**src/logic/armt_pkg.sv**
```systemverilog
// Contract
// Window bit 6 selects low or extended range.
// Bits 5:3 hold the under-voltage offset code.
// Bits 2:0 hold the over-voltage offset code.
// Eight-bit level register sets nominal power-good level.
// Second window register at 0x2F, resets 0x00.
// Level registers at 0x2E and 0x30, reset 0x00.
// All fields load defaults from non-volatile memory.
// Second input's extended values follow its own range bit.
// Comparators act only while their enable bit is set.
// Window bit 7 reserved, reads back, no effect.
package armt_pkg;

	// ------------------------------------------------------------
	// Register map
	// ------------------------------------------------------------
	localparam logic [7:0] MON_A_WINDOW_OFFSET = 8'h2D;
	localparam logic [7:0] MON_A_LEVEL_OFFSET  = 8'h2E;
	localparam logic [7:0] MON_B_WINDOW_OFFSET = 8'h2F;
	localparam logic [7:0] MON_B_LEVEL_OFFSET  = 8'h30;
	localparam logic [7:0] REG_RESET_VALUE     = 8'h00;

	// ------------------------------------------------------------
	// Window field layout
	// ------------------------------------------------------------
	localparam int RSVD_BIT   = 7;
	localparam int RANGE_BIT  = 6;
	localparam int UNDER_MSB  = 5;
	localparam int UNDER_LSB  = 3;
	localparam int OVER_MSB   = 2;
	localparam int OVER_LSB   = 0;

	// Register count constant of 3; four registers are loaded from non-volatile memory after reset.
	localparam logic [1:0] NVM_REG_COUNT = 2'h3;

	typedef enum logic [1:0] {
		ARMT_LOAD,
		ARMT_RUN
	} armt_state_type;

endpackage : armt_pkg

```
**src/logic/armt_decode.sv**
```systemverilog
// ------------------------------------------------------------
// Window decoder: range, under and over codes per input
// ------------------------------------------------------------
module armt_decode
	import armt_pkg::*;
(
	input  wire logic       i_clk,
	input  wire logic       i_nrst,
	input  wire logic       i_ce,
	input  wire logic [7:0] i_window,
	input  wire logic       i_enable,
	output logic            o_range,
	output logic [2:0]      o_under,
	output logic [2:0]      o_over,
	output logic            o_active
);

	// Bit 7 is deliberately not looked at, so it cannot change monitoring.
	always_ff @(posedge i_clk or negedge i_nrst)
	begin
		if (!i_nrst)
		begin
			o_range  <= 1'b0;
			o_under  <= 3'h0;
			o_over   <= 3'h0;
			o_active <= 1'b0;
		end
		else if (i_ce)
		begin
			o_range  <= i_window[RANGE_BIT];
			o_under  <= i_window[UNDER_MSB:UNDER_LSB];
			o_over   <= i_window[OVER_MSB:OVER_LSB];
			o_active <= i_enable;
		end
	end

endmodule : armt_decode

```
**src/logic/armt_regs.sv**
```systemverilog
// ------------------------------------------------------------
// Threshold register bank for two auxiliary monitor inputs
// ------------------------------------------------------------
module armt_regs
	import armt_pkg::*;
(
	input  wire logic       I_CORE_CLK,
	input  wire logic       I_NRST,
	input  wire logic       i_CE,
	input  wire logic       i_WR_EN,
	input  wire logic       i_RD_EN,
	input  wire logic [7:0] i_ADDR,
	input  wire logic [7:0] i_WDATA,
	input  wire logic [7:0] i_NVM_A_WINDOW,
	input  wire logic [7:0] i_NVM_A_LEVEL,
	input  wire logic [7:0] i_NVM_B_WINDOW,
	input  wire logic [7:0] i_NVM_B_LEVEL,
	input  wire logic       i_MON_A_COMPARATOR_ENABLE,
	input  wire logic       i_MON_B_COMPARATOR_ENABLE,
	output logic [7:0]      o_RDATA,
	output logic            o_RVALID,
	output logic            o_LOAD_DONE,
	output logic            o_MON_A_RANGE_SEL,
	output logic [2:0]      o_MON_A_UNDER_THRESH,
	output logic [2:0]      o_MON_A_OVER_THRESH,
	output logic [7:0]      o_MON_A_NOMINAL_LEVEL,
	output logic            o_MON_A_ACTIVE,
	output logic            o_MON_B_RANGE_SEL,
	output logic [2:0]      o_MON_B_UNDER_THRESH,
	output logic [2:0]      o_MON_B_OVER_THRESH,
	output logic [7:0]      o_MON_B_NOMINAL_LEVEL,
	output logic            o_MON_B_ACTIVE
);

	// ------------------------------------------------------------
	// Storage and state
	// ------------------------------------------------------------
	logic [7:0]     mon_a_window;
	logic [7:0]     mon_a_level;
	logic [7:0]     mon_b_window;
	logic [7:0]     mon_b_level;
	armt_state_type state;
	logic [1:0]     en_sync;

	// Register read mux: offset to stored byte, zero for any unmapped offset.
	function automatic logic [7:0] read_mux(input logic [7:0] addr,
		input logic [7:0] wa, input logic [7:0] la,
		input logic [7:0] wb, input logic [7:0] lb);
		case (addr)
			MON_A_WINDOW_OFFSET: read_mux = wa;
			MON_A_LEVEL_OFFSET:  read_mux = la;
			MON_B_WINDOW_OFFSET: read_mux = wb;
			MON_B_LEVEL_OFFSET:  read_mux = lb;
			default:             read_mux = 8'h00;
		endcase
	endfunction : read_mux

	// ------------------------------------------------------------
	// Enable bits arrive from another block's pins; synchronise them
	// ------------------------------------------------------------
	armt_sync #(.WIDTH(2)) u_en_sync (
		.i_clk   (I_CORE_CLK),
		.i_nrst  (I_NRST),
		.i_ce    (i_CE),
		.i_async ({i_MON_B_COMPARATOR_ENABLE, i_MON_A_COMPARATOR_ENABLE}),
		.o_sync  (en_sync)
	);

	// Defaults are loaded one cycle after reset release, because the
	// asynchronous reset itself may only impose constants.
	always_ff @(posedge I_CORE_CLK or negedge I_NRST)
	begin
		if (!I_NRST)
			state <= ARMT_LOAD;
		else if (i_CE)
		begin
			case (state)
				ARMT_LOAD: state <= ARMT_RUN;
				ARMT_RUN:  state <= ARMT_RUN;
				default:   state <= ARMT_LOAD;
			endcase
		end
	end

	// Register writes; a write during the load cycle is overridden by defaults.
	always_ff @(posedge I_CORE_CLK or negedge I_NRST)
	begin
		if (!I_NRST)
		begin
			mon_a_window <= REG_RESET_VALUE;
			mon_a_level  <= REG_RESET_VALUE;
			mon_b_window <= REG_RESET_VALUE;
			mon_b_level  <= REG_RESET_VALUE;
		end
		else if (i_CE)
		begin
			if (state == ARMT_LOAD)
			begin
				mon_a_window <= i_NVM_A_WINDOW;
				mon_a_level  <= i_NVM_A_LEVEL;
				mon_b_window <= i_NVM_B_WINDOW;
				mon_b_level  <= i_NVM_B_LEVEL;
			end
			else if (i_WR_EN)
			begin
				// All eight bits stored, reserved bit 7 included.
				case (i_ADDR)
					MON_A_WINDOW_OFFSET: mon_a_window <= i_WDATA;
					MON_A_LEVEL_OFFSET:  mon_a_level  <= i_WDATA;
					MON_B_WINDOW_OFFSET: mon_b_window <= i_WDATA;
					MON_B_LEVEL_OFFSET:  mon_b_level  <= i_WDATA;
					default:             ;
				endcase
			end
		end
	end

	// Read path: data registered, one cycle after the read strobe.
	always_ff @(posedge I_CORE_CLK or negedge I_NRST)
	begin
		if (!I_NRST)
		begin
			o_RDATA  <= 8'h00;
			o_RVALID <= 1'b0;
		end
		else if (i_CE)
		begin
			o_RVALID <= i_RD_EN;
			if (i_RD_EN)
				o_RDATA <= read_mux(i_ADDR, mon_a_window, mon_a_level,
					mon_b_window, mon_b_level);
		end
	end

	// Nominal levels and load status go straight out of registers.
	always_ff @(posedge I_CORE_CLK or negedge I_NRST)
	begin
		if (!I_NRST)
		begin
			o_MON_A_NOMINAL_LEVEL <= 8'h00;
			o_MON_B_NOMINAL_LEVEL <= 8'h00;
			o_LOAD_DONE           <= 1'b0;
		end
		else if (i_CE)
		begin
			o_MON_A_NOMINAL_LEVEL <= mon_a_level;
			o_MON_B_NOMINAL_LEVEL <= mon_b_level;
			o_LOAD_DONE           <= (state == ARMT_RUN);
		end
	end

	// ------------------------------------------------------------
	// Per-input window decode
	// ------------------------------------------------------------
	armt_decode u_dec_a (
		.i_clk    (I_CORE_CLK),
		.i_nrst   (I_NRST),
		.i_ce     (i_CE),
		.i_window (mon_a_window),
		.i_enable (en_sync[0]),
		.o_range  (o_MON_A_RANGE_SEL),
		.o_under  (o_MON_A_UNDER_THRESH),
		.o_over   (o_MON_A_OVER_THRESH),
		.o_active (o_MON_A_ACTIVE)
	);

	armt_decode u_dec_b (
		.i_clk    (I_CORE_CLK),
		.i_nrst   (I_NRST),
		.i_ce     (i_CE),
		.i_window (mon_b_window),
		.i_enable (en_sync[1]),
		.o_range  (o_MON_B_RANGE_SEL),
		.o_under  (o_MON_B_UNDER_THRESH),
		.o_over   (o_MON_B_OVER_THRESH),
		.o_active (o_MON_B_ACTIVE)
	);

	// ------------------------------------------------------------
	// Assertions
	// ------------------------------------------------------------
	property p_range_a;
		@(posedge I_CORE_CLK) disable iff (!I_NRST)
		i_CE && $past(i_CE) && state == ARMT_RUN && $past(state) == ARMT_RUN
		|-> o_MON_A_RANGE_SEL == $past(mon_a_window[RANGE_BIT]);
	endproperty
	a_range_a: assert property (p_range_a) else $error("range A wrong");

	property p_under_b;
		@(posedge I_CORE_CLK) disable iff (!I_NRST)
		i_CE && $past(i_CE) && $past(state) == ARMT_RUN
		|-> o_MON_B_UNDER_THRESH == $past(mon_b_window[UNDER_MSB:UNDER_LSB]);
	endproperty
	a_under_b: assert property (p_under_b) else $error("under B wrong");

	property p_over_a;
		@(posedge I_CORE_CLK) disable iff (!I_NRST)
		i_CE && $past(i_CE) && $past(state) == ARMT_RUN
		|-> o_MON_A_OVER_THRESH == $past(mon_a_window[OVER_MSB:OVER_LSB]);
	endproperty
	a_over_a: assert property (p_over_a) else $error("over A wrong");

	property p_level_wr;
		@(posedge I_CORE_CLK) disable iff (!I_NRST)
		i_CE && state == ARMT_RUN && i_WR_EN && i_ADDR == MON_A_LEVEL_OFFSET ##1 i_CE
		|=> o_MON_A_NOMINAL_LEVEL == $past(i_WDATA, 2);
	endproperty
	a_level_wr: assert property (p_level_wr) else $error("level A lost");

	property p_b_window_rd;
		@(posedge I_CORE_CLK) disable iff (!I_NRST)
		i_CE && i_RD_EN && i_ADDR == MON_B_WINDOW_OFFSET
		|=> o_RVALID && o_RDATA == $past(mon_b_window);
	endproperty
	a_b_window_rd: assert property (p_b_window_rd) else $error("read B window");

	property p_nvm_load;
		@(posedge I_CORE_CLK) disable iff (!I_NRST)
		i_CE && state == ARMT_LOAD
		|=> mon_b_level == $past(i_NVM_B_LEVEL) && mon_a_window == $past(i_NVM_A_WINDOW);
	endproperty
	a_nvm_load: assert property (p_nvm_load) else $error("defaults not loaded");

	property p_enable;
		@(posedge I_CORE_CLK) disable iff (!I_NRST)
		i_CE [*4] |-> o_MON_B_ACTIVE == $past(i_MON_B_COMPARATOR_ENABLE, 3);
	endproperty
	a_enable: assert property (p_enable) else $error("enable B path");

	property p_rsvd;
		@(posedge I_CORE_CLK) disable iff (!I_NRST)
		i_CE && state == ARMT_RUN && i_WR_EN && i_ADDR == MON_A_WINDOW_OFFSET
		##1 i_CE && i_RD_EN && i_ADDR == MON_A_WINDOW_OFFSET && !i_WR_EN
		|=> o_RDATA[RSVD_BIT] == $past(i_WDATA[RSVD_BIT], 2);
	endproperty
	a_rsvd: assert property (p_rsvd) else $error("reserved bit lost");

	property p_range_b;
		@(posedge I_CORE_CLK) disable iff (!I_NRST)
		i_CE && $past(i_CE) && $past(state) == ARMT_RUN
		|-> o_MON_B_RANGE_SEL == $past(mon_b_window[RANGE_BIT]);
	endproperty
	a_range_b: assert property (p_range_b) else $error("range B wrong");

	// The first input's under code follows its own window register.
	property p_under_a;
		@(posedge I_CORE_CLK) disable iff (!I_NRST)
		i_CE && $past(i_CE) && $past(state) == ARMT_RUN
		|-> o_MON_A_UNDER_THRESH == $past(mon_a_window[UNDER_MSB:UNDER_LSB]);
	endproperty
	a_under_a: assert property (p_under_a) else $error("under A wrong");

	// The second input's over code must never borrow the first input's field.
	property p_over_b;
		@(posedge I_CORE_CLK) disable iff (!I_NRST)
		i_CE && $past(i_CE) && $past(state) == ARMT_RUN
		|-> o_MON_B_OVER_THRESH == $past(mon_b_window[OVER_MSB:OVER_LSB]);
	endproperty
	a_over_b: assert property (p_over_b) else $error("over B wrong");

	// A level write reaches the nominal output two enabled edges later.
	property p_level_b_wr;
		@(posedge I_CORE_CLK) disable iff (!I_NRST)
		i_CE && state == ARMT_RUN && i_WR_EN && i_ADDR == MON_B_LEVEL_OFFSET ##1 i_CE
		|=> o_MON_B_NOMINAL_LEVEL == $past(i_WDATA, 2);
	endproperty
	a_level_b_wr: assert property (p_level_b_wr) else $error("level B lost");

	// Reset values are still in place while the load cycle is pending.
	property p_level_reset;
		@(posedge I_CORE_CLK) disable iff (!I_NRST)
		state == ARMT_LOAD
		|-> mon_a_level == REG_RESET_VALUE && mon_b_level == REG_RESET_VALUE;
	endproperty
	a_level_reset: assert property (p_level_reset) else $error("level reset");

	property p_b_window_reset;
		@(posedge I_CORE_CLK) disable iff (!I_NRST)
		state == ARMT_LOAD |-> mon_b_window == REG_RESET_VALUE;
	endproperty
	a_b_window_reset: assert property (p_b_window_reset) else $error("window B reset");

	// The first input's enable takes the same three-edge path as the second's.
	property p_enable_a;
		@(posedge I_CORE_CLK) disable iff (!I_NRST)
		i_CE [*4] |-> o_MON_A_ACTIVE == $past(i_MON_A_COMPARATOR_ENABLE, 3);
	endproperty
	a_enable_a: assert property (p_enable_a) else $error("enable A path");

	// ------------------------------------------------------------
	// Cover points
	// ------------------------------------------------------------
	// Load, extended range, reserved bit, level read and both enables.
	c_write_b: cover property (@(posedge I_CORE_CLK) disable iff (!I_NRST)
		i_CE && i_WR_EN && i_ADDR == MON_B_WINDOW_OFFSET && i_WDATA[RANGE_BIT]);
	c_read_lvl: cover property (@(posedge I_CORE_CLK) disable iff (!I_NRST)
		i_CE && i_RD_EN && i_ADDR == MON_B_LEVEL_OFFSET);
	c_active: cover property (@(posedge I_CORE_CLK) disable iff (!I_NRST)
		o_MON_A_ACTIVE && o_MON_B_ACTIVE);
	c_load: cover property (@(posedge I_CORE_CLK) disable iff (!I_NRST)
		$rose(o_LOAD_DONE));
	c_rsvd_wr: cover property (@(posedge I_CORE_CLK) disable iff (!I_NRST)
		i_CE && i_WR_EN && i_ADDR == MON_A_WINDOW_OFFSET && i_WDATA[RSVD_BIT]);

endmodule : armt_regs

```
**src/logic/armt_sync.sv**
```systemverilog
// ------------------------------------------------------------
// Two-stage synchroniser for pin-side levels
// ------------------------------------------------------------
module armt_sync
	import armt_pkg::*;
#(
	parameter int WIDTH = 1
)
(
	input  wire logic             i_clk,
	input  wire logic             i_nrst,
	input  wire logic             i_ce,
	input  wire logic [WIDTH-1:0] i_async,
	output logic      [WIDTH-1:0] o_sync
);

	logic [WIDTH-1:0] meta;

	// The first stage feeds only the second stage.
	always_ff @(posedge i_clk or negedge i_nrst)
	begin
		if (!i_nrst)
		begin
			meta   <= '0;
			o_sync <= '0;
		end
		else if (i_ce)
		begin
			meta   <= i_async;
			o_sync <= meta;
		end
	end

endmodule : armt_sync

```
**config.mk**
```make
export PLATFORM = sky130hd
export DESIGN_NAME = armt_regs
export DESIGN_NICKNAME = d
export VERILOG_FILES = /design/src/logic/armt_pkg.sv /design/src/logic/armt_decode.sv /design/src/logic/armt_regs.sv /design/src/logic/armt_sync.sv
export SDC_FILE = /design/constraint.sdc
export NUM_CORES = 1
export LEC_CHECK = 0
export BUFFER_PORTS_ARGS = -buffer_cell sky130_fd_sc_hd__buf_4
export CAP_MARGIN = 40
export CORE_UTILIZATION = 50
export DETAILED_ROUTE_END_ITERATION = 7
export PLACE_DENSITY_LB_ADDON = 0.1
export SYNTH_ARGS = -nofsm -noshare
export SYNTH_HDL_FRONTEND = slang
export SYNTH_HIERARCHICAL = 1
export SYNTH_SLANG_ARGS = --single-unit
```
**constraint.sdc**
```tcl
create_clock -name I_CORE_CLK -period 1.7 [get_ports I_CORE_CLK]
set_input_delay 0.34 -clock I_CORE_CLK [delete_from_list [all_inputs] [get_ports I_CORE_CLK]]
set_output_delay 0.34 -clock I_CORE_CLK [all_outputs]
set_load 0.01 [all_outputs]
```
; ---- Yosys cells after proc, flatten, opt, wreduce, memory -nomap -nowiden
; Cells that the tools add are included.
[word_totals]
reg_bits = 80
output_inout_bits = 42
word_cells = 51
[op_classes]
eq_ne = 5
n_mux = 14
n_reduce_logical = 12
[ops]
columns = cell, count
row1 = 2-to-1 mux 8 bit, 12
row2 = "equality test 8 x 6 -> 1 bit, second input constant", 4
row3 = one-hot mux 8 bit (4 select lines), 1
row4 = AND reduction 3 bit, 4
row5 = nonzero test 2 bit, 5
row6 = "equality test 2 x 1 -> 1 bit, second input constant", 1
row7 = zero test 2 bit, 1
row8 = AND reduction 2 bit, 1
row9 = OR reduction 2 bit, 1
row10 = 2-to-1 mux 1 bit, 1

; ---- Logic depth before layout (Yosys ltp)
; Gate-level depths: netlist of the first run.
[logic_depth]
ltp_word = 4
ltp_mapped = 7

; ---- Hierarchy
; The synthesis of the first run kept the hierarchy.
[by_module_without_submodules]
columns = mod, n_inst, cells_per_inst, area_per_inst_um2, seq_area_each_um2
row1 = armt_regs, 1, 257, 2851.5, 1476.4
row2 = armt_decode, 2, 17, 331.6, 200.2
row3 = armt_sync, 1, 8, 145.1, 100.1

; ---- Worst setup path before layout of the first run
; No wires, ideal clock.
[synth_timing]
path_type = in2reg
start = input port i_ADDR[1]
end = register o_RDATA[1]
setup_ns = 0.126
arrival_time_ns = 1.342
required_ns = 1.574
setup_slack_ns = 0.232
cell_stages = 6
n_path_buf = 2
path_cell_list = buf_6 buf_8 mux2_2 a22oi_1 nor2_1 a221o_2
[synth_via]
elab_chain_cells = 2
word_cells_on_any_way = 5
classes_between = eq/ne: 4 / mux: 1
[synth_lines]
columns = item, line_no
row1 = start: declaration, armt_regs.sv:12  ; input wire logic [7:0] i_ADDR,
row2 = equality test 8 x 6 -> 1 bit, armt_regs.sv:49  ; case (addr)
row3 = one-hot mux 8 bit (4 select lines) (*), armt_regs.sv:49
row4 = end signal: assignment, armt_regs.sv:130  ; o_RDATA <= read_mux(i_ADDR, mon_a_window, mon_a_level,
row5 = end: declaration, armt_regs.sv:20  ; output logic [7:0] o_RDATA,
; Mark *: on every way between the ends. The rest lies on a longest branch, timed or not.
; A chain may end at the register's enable or synchronous reset.

; ---- Worst setup path in the final report of the first run
[layout_timing]
start = register mon_b_window[3]
end = register o_RDATA[3]
[layout_via]
elab_chain_cells = 1
[layout_lines]
columns = item, line_no
row1 = start: declaration, armt_regs.sv:40  ; logic [7:0] mon_b_window;
row2 = start signal: assignment, armt_regs.sv:101  ; mon_b_window <= i_NVM_B_WINDOW;
row3 = start signal: assignment, armt_regs.sv:110  ; MON_B_WINDOW_OFFSET: mon_b_window <= i_WDATA;
row4 = one-hot mux 8 bit (4 select lines), armt_regs.sv:49
; Every way passes these cells.

==> metrics.cfg, run 1 <==
[route]
drcViolationCount = 0
ant_nets = 0
vias = 2970
drt_pre_antenna_iters = 4
wl_per_cell_um = 19.0
drt_wl_total_mm = 9.42
viasPerCell = 6.00
drt-initial-drc-count = 238

[sta]
skew_ns = 0.00997
fin_crit_sh_pct = 82.0
setup-tns-final_ns = 0
final-setup-viol-count = 0
hold_viol_final = 5
period_minus_slack_ns = 1.39
final_max_slew_viol_count = 0
fmaxAchievable_mhz = 717
slew_headroom_pct = 72.3
tightest_slew_ns = 0.415
rsz0062_at_grt = no
whs_ns = -0.00980

[global_route]
grt_max_degree = 80
grt_pass1_wl_mm = 14.9
grt_pass1_vias = 2883
grt.overflow.total = 0
grt_usage_pct = 26.0
antenna_found_initial = 0

[yosys]
synthTopCellsByArea = dfrtp_1 (54%), o22ai_1 (10%), mux2_2 (8.6%)
yosysTopAreaCell = dfrtp_1
yosys_warnings = 6
synthCells = 299
synth_area_um2 = 3660
synth-seq-cells = 79
yosys.area.top_type_share_pct = 54.0
yosysSeqAreaShare_pct = 54.0
syn_nets = 354
syn_avg_cell_area_um2 = 12.2
synth_cell_types = 34

[placement]
dp_hpwl_mm = 6.61
port_buffers = 96
globalplace.congestion = 0.823
placed_cell_area_um2 = 4470

[setup_path]
end_kind = flip-flop
path_class = reg -> reg
startpoint_type = flip-flop
crit_slowest_cell = dfrtp_1
slowest_delay_ns = 0.44
worst-endpoint-arrival_ns = 1.63
worst_ep_required_time_ns = 1.93
cp_max_fo = 4
path_cells = mux2_2 -> a22oi_1 -> nor2_1 -> a221o_2

[clock_tree]
holdBufCountCts = 0
path_clk_slew_ns = 0.08
cts_setup_buffers = 0
htreeDepth = 3
cts_buffer_depth = 2
post_cts_resized = 0
numCtsBuffers = 9
ctsRootBufferMaster = clkbuf_8
cts_tree = built
clock_latency_ns = 0.35
cts.sinks = 79

[power_and_ir_drop]
power_density_nw_per_um2 = 786
p_leak_nw = 2.24
ir_drop_mv = 0.478

[floorplanning]
die_w_um = 87.6
die_area_um2 = 7670
core_area_um2 = 6940
placementRows = 30
initial_core_util_pct = 52.7
die_y_um = 87.6
ios = 97

[run]
max_cap_viol_count = 0

[final_layout]
final_nets = 449
drive_gt1_share_pct = 45.1
postLayoutCellArea_um2 = 4670
n_antenna_cell = 0
area_growth_pct = 27.7

[run_status]
violations = hold timing
status = finished, violations left

[min_path]
hold_path.class = in -> async

-- through the flow --
step | util, % | instances | power, mW | worst slack, ns
after floorplan | - | 299 | 2.11 | 0.232
after global placement | 64.4 | 479 | 2.31 | 0.0392
after detailed placement | 64.4 | 479 | 2.31 | 0.0269
after CTS | 67.3 | 495 | 3.70 | 0.311
after global routing | 67.3 | 495 | 3.81 | 0.232
final | 67.3 | 495 | 3.67 | 0.305
-- cell usage after synthesis --
cell type	n
dfrtp_1	79
inv_1	2
nand4b_1	1
a211oi_1	1
mux2i_1	5
nand4_1	3
nor2_1	7
or4_1	1
a21oi_1	33
o21ai_0	2
nand2_1	3
a221o_2	7
nor2b_1	2
o22ai_1	60
clkbuf_1	11
a22oi_1	7
or2_2	1
nand3b_1	1
mux2_4	16
buf_2	7
and4bb_2	1
and3_1	3
buf_6	4
nor3_1	1
a31o_2	1
clkbuf_2	1
a32o_1	1
nand2b_1	3
buf_4	2
buf_8	1
and3b_1	2
nor4b_4	1
mux2_2	28
and4b_1	1
-- worst max-delay path: cells and delay by family, from the launching register on --
kind,cells,cell delay (ns)
AO/OA/AOI/OAI,2,0.47
multiplexers,1,0.29
flip-flops,1,0.44
AND/OR/NAND/NOR,1,0.09
-- area by class of cell --
| cell class | instances | area (um^2) |
|---|---|---|
| Clock buffer | 11 | 141 |
| Clock inverter | 5 | 57.6 |
| Fill cell | 530 | 2270 |
| Inverter | 2 | 7.51 |
| Multi-Input combinational cell | 192 | 1520 |
| Sequential cell | 79 | 1980 |
| Tap cell | 96 | 120 |
| Timing Repair Buffer | 110 | 851 |
-- metal layers --
| layer | global-route usage (%) | share of wire, % | routed length [um] |
|---|---|---|---|
| met2 | 37.5 | 44 | 4180 |
| met1 | 38.7 | 45 | 4260 |
| met5 | 0 | 0 | 0 |
| met4 | 11.0 | 2.7 | 257 |
| met3 | 4.71 | 7.6 | 720 |
-- cells in the final DEF (no fill, tap or decap), types with 2 or more instances in the layout --
cell type / netlist / routed
and3b_1: 2 / 2
nand2_1: 3 / 3
a22oi_1: 7 / 7
clkinvlp_4: 0 / 3
nor2b_1: 2 / 2
dfrtp_1: 79 / 79
mux2i_1: 5 / 5
o22ai_1: 60 / 60
nand2b_1: 3 / 3
clkbuf_8: 0 / 10
mux2_4: 16 / 16
and3_1: 3 / 3
a21oi_1: 33 / 33
nand4_1: 3 / 3
a221o_2: 7 / 7
buf_12: 0 / 2
buf_4: 2 / 108
o21ai_0: 2 / 2
mux2_2: 28 / 28
inv_1: 2 / 2
nor2_1: 7 / 7
-- flip-flops by register name (all words and copies together) (netlist names), 8 cells and up --
| signal | flops |
|---|---|
| mon_a_window | 8 |
| mon_b_window | 8 |
| mon_b_level | 8 |
| o_RDATA | 8 |
| mon_a_level | 8 |
| o_MON_A_NOMINAL_LEVEL | 8 |
| o_MON_B_NOMINAL_LEVEL | 8 |
-- power by group --
| group | internal (mW) | switching (mW) |
|---|---|---|
| clock network | 0.716 | 0.678 |
| registers | 1.90 | 0.0161 |
| logic | 0.185 | 0.172 |
| total | 2.81 | 0.867 |
-- cell families (layout without fill, tap and decap cells) --
logic type	Yosys count	in the layout	share of synthesized area (%)
AO/OA/AOI/OAI	112	112	19.4
flip-flops	79	79	54.0
multiplexers	49	49	16.5
AND/OR/NAND/NOR	31	31	5.61
buffers and inverters	28	128	4.48
-- final timing paths --
check                                           from                end  slack (ns)  depth (start not counted)
max                                  mon_b_window[3]         o_RDATA[3]        0.31                          4
min                                           I_NRST   u_dec_a/o_active       -0.01                          2
max reg2reg                          mon_b_window[3]         o_RDATA[3]        0.31                          4
min reg2reg                      u_en_sync/o_sync[1]   u_dec_b/o_active        0.51                          1
max in group asynchronous                     I_NRST     mon_a_level[7]        1.38                          2
min in group I_CORE_CLK    i_MON_B_COMPARATOR_ENABLE  u_en_sync/meta[1]        0.22                          2
No activity file was read; power rests on OpenSTA's default activity.
==> run 2, diff against run 1 <==
--- a/config.mk
+++ b/config.mk
@@ -7,7 +7,7 @@
 export LEC_CHECK = 0
 export BUFFER_PORTS_ARGS = -buffer_cell sky130_fd_sc_hd__buf_4
 export CAP_MARGIN = 40
-export CORE_UTILIZATION = 50
+export CORE_UTILIZATION = 47
 export DETAILED_ROUTE_END_ITERATION = 7
 export PLACE_DENSITY_LB_ADDON = 0.1
 export SYNTH_ARGS = -nofsm -noshare
==> constraint.sdc (replaced) <==
create_clock -name I_CORE_CLK -period 1.2 [get_ports I_CORE_CLK]
set_input_delay 0.24 -clock I_CORE_CLK [delete_from_list [all_inputs] [get_ports I_CORE_CLK]]
set_output_delay 0.24 -clock I_CORE_CLK [all_outputs]
set_load 0.01 [all_outputs]
==> metrics.cfg, run 2 (synthesis gave the netlist of run 1 again) <==
[sta]
whs_ns = 0.119
setup-tns-final_ns = -0.624
fin_crit_sh_pct = 110
slew_headroom_pct = 80.8
final-setup-viol-count = 7
final_max_slew_viol_count = 0
tightest_slew_ns = 0.288
skew_ns = 0.00959
rsz0062_at_grt = yes
fmaxAchievable_mhz = 760
period_minus_slack_ns = 1.32
setup_ws_ns = -0.116
hold_viol_final = 0

[setup_path]
r2r-end = o_RDATA[1]
crit_slowest_cell = dfrtp_1
cp_max_fo = 2
r2r-start = mon_a_window[1]
r2r_setup_slack_ns = -0.12
worst-endpoint-arrival_ns = 1.54
startpoint_type = flip-flop
endpoint = o_RDATA[1]
end_kind = flip-flop
path_cells = mux2_2 -> a22oi_2 -> nor2_1 -> a221o_2
slowest_delay_ns = 0.41
worst_ep_required_time_ns = 1.43
crit_path_start = mon_a_window[1]
path_class = reg -> reg
rr_worst_depth = 4

[global_route]
grt_max_degree = 31
antenna_found_initial = 0
grt_usage_pct = 26.7
grt_pass1_wl_mm = 16.7
grt.overflow.total = 0
grt_pass1_vias = 3158

[power_and_ir_drop]
clockPowerShare_pct = 36.0
p_leak_nw = 2.55
combPwrFrac_pct = 11.4
power_density_nw_per_um2 = 986
p_switching_mw = 1.22
swShare_pct = 23.6
intPower_mw = 3.95
ir_drop_mv = 0.545
seq_power_share_pct = 52.6

[placement]
globalplace.congestion = 0.866
numPlacedInstances = 525
dp_hpwl_mm = 7.58
port_buffers = 96

[clock_tree]
cts.sinks = 79
htreeDepth = 3
ctsRootBufferMaster = clkbuf_8
cts_buffer_depth = 2
path_clk_slew_ns = 0.08
cts_tree = built
clock_latency_ns = 0.35
numCtsBuffers = 9

[final_layout]
fillers = 570
layout_common_cells = buf_4 (153), dfrtp_1 (79), o22ai_1 (50), a21oi_1 (28)
area_growth_pct = 43.3
n_antenna_cell = 0
final_common_cell = buf_4
drive_gt1_share_pct = 57.1
fin_cells = 547
final_nets = 499

[floorplanning]
die_w_um = 90.2
core_area_um2 = 7410
die_y_um = 90.2
placementRows = 31
initial_core_util_pct = 49.4
die_area_um2 = 8140
ios = 97

[run]
max_cap_viol_count = 0

[route]
viasPerCell = 5.77
vias = 3154
ant_nets = 0
drt_wl_total_mm = 10.5
drcViolationCount = 0
drt-initial-drc-count = 268
wl_per_cell_um = 19.1
drt_pre_antenna_iters = 4

[run_status]
violations = setup timing
status = finished, violations left

[min_path]
hold_path.class = in -> reg

-- run 2: cell types whose count changed in the layout (fill, tap and decap cells not counted), moves of 5 or more --
cell,change
buf_4,+45
o22ai_1,-10
o22ai_2,+8
a22oi_1,-7
a22oi_2,+7
mux2_2,-6
mux2_4,+6
a21oi_1,-5
a21oi_2,+5
-- run 2: cell type report --
type	count	area, um^2	share of cell area [%]
flip-flops and latches	79	1980	37.7
inverters	2	7.51	0.143
clock inverters	4	47.5	0.906
clock buffers	11	131	2.50
well taps	99	124	2.36
multi-input cells	192	1700	32.3
repair buffers	160	1260	24.0
-- run 2: metal layers --
metal	part of all wire [%]	track usage, %
met4	1.7	12.0
met2	48	41.9
met5	0	0
met1	45	36.9
met3	5.2	4.15
-- run 2: power by group through the flow --
stage               registers [mW]  clock network, mW  logic (mW)
floorplan                     2.78                  0       0.213
global placement              2.77                  0       0.552
detailed placement            2.77                  0       0.560
CTS                           2.72               1.91       0.572
global route                  2.72               2.02       0.627
finish                        2.72               1.86       0.587
-- run 2: how the worst min path moves through the flow --
stage / startpoint / end / slack, ns / depth (start not counted)
after floorplan: I_NRST / mon_a_level[0] / -0.06 / 0
after global placement: I_NRST / u_dec_a/o_active / 0.15 / 1
after detailed placement: I_NRST / u_en_sync/meta[0] / 0.14 / 1
after CTS: i_MON_B_COMPARATOR_ENABLE / u_en_sync/meta[1] / 0.10 / 2
after global routing: i_MON_B_COMPARATOR_ENABLE / u_en_sync/meta[1] / 0.11 / 2
final: i_MON_B_COMPARATOR_ENABLE / u_en_sync/meta[1] / 0.12 / 2
-- run 2: per-stage QoR --
stage | utilization [%] | setup WS, ns | instance area (um^2) | power (mW)
after global routing | 70.8 | -0.160 | 5250 | 5.37
after detailed placement | 65.3 | -0.393 | 4840 | 3.33
after global placement | 65.3 | -0.382 | 4840 | 3.32
final | 70.8 | -0.116 | 5250 | 5.17
after CTS | 68.8 | -0.116 | 5100 | 5.20
after floorplan | - | -0.145 | 3700 | 2.99
-- run 2: what timing repair did --
item | CTS | global route
setup endpoints to repair | 9 | 29
resized for setup | 13 | 25
hold buffers | 1 | 0
setup buffers | 2 | 4
pin swaps | 5 | 18
endpoints found under the hold margin | 17 | 0
-- run 2: critical path: cells and delay by family, from the launching register on --
kind | cells | cell delay (ns)
muxes | 1 | 0.28
DFF | 1 | 0.41
AOI/OAI and AO/OA | 2 | 0.43
and+or+nand+nor | 1 | 0.08
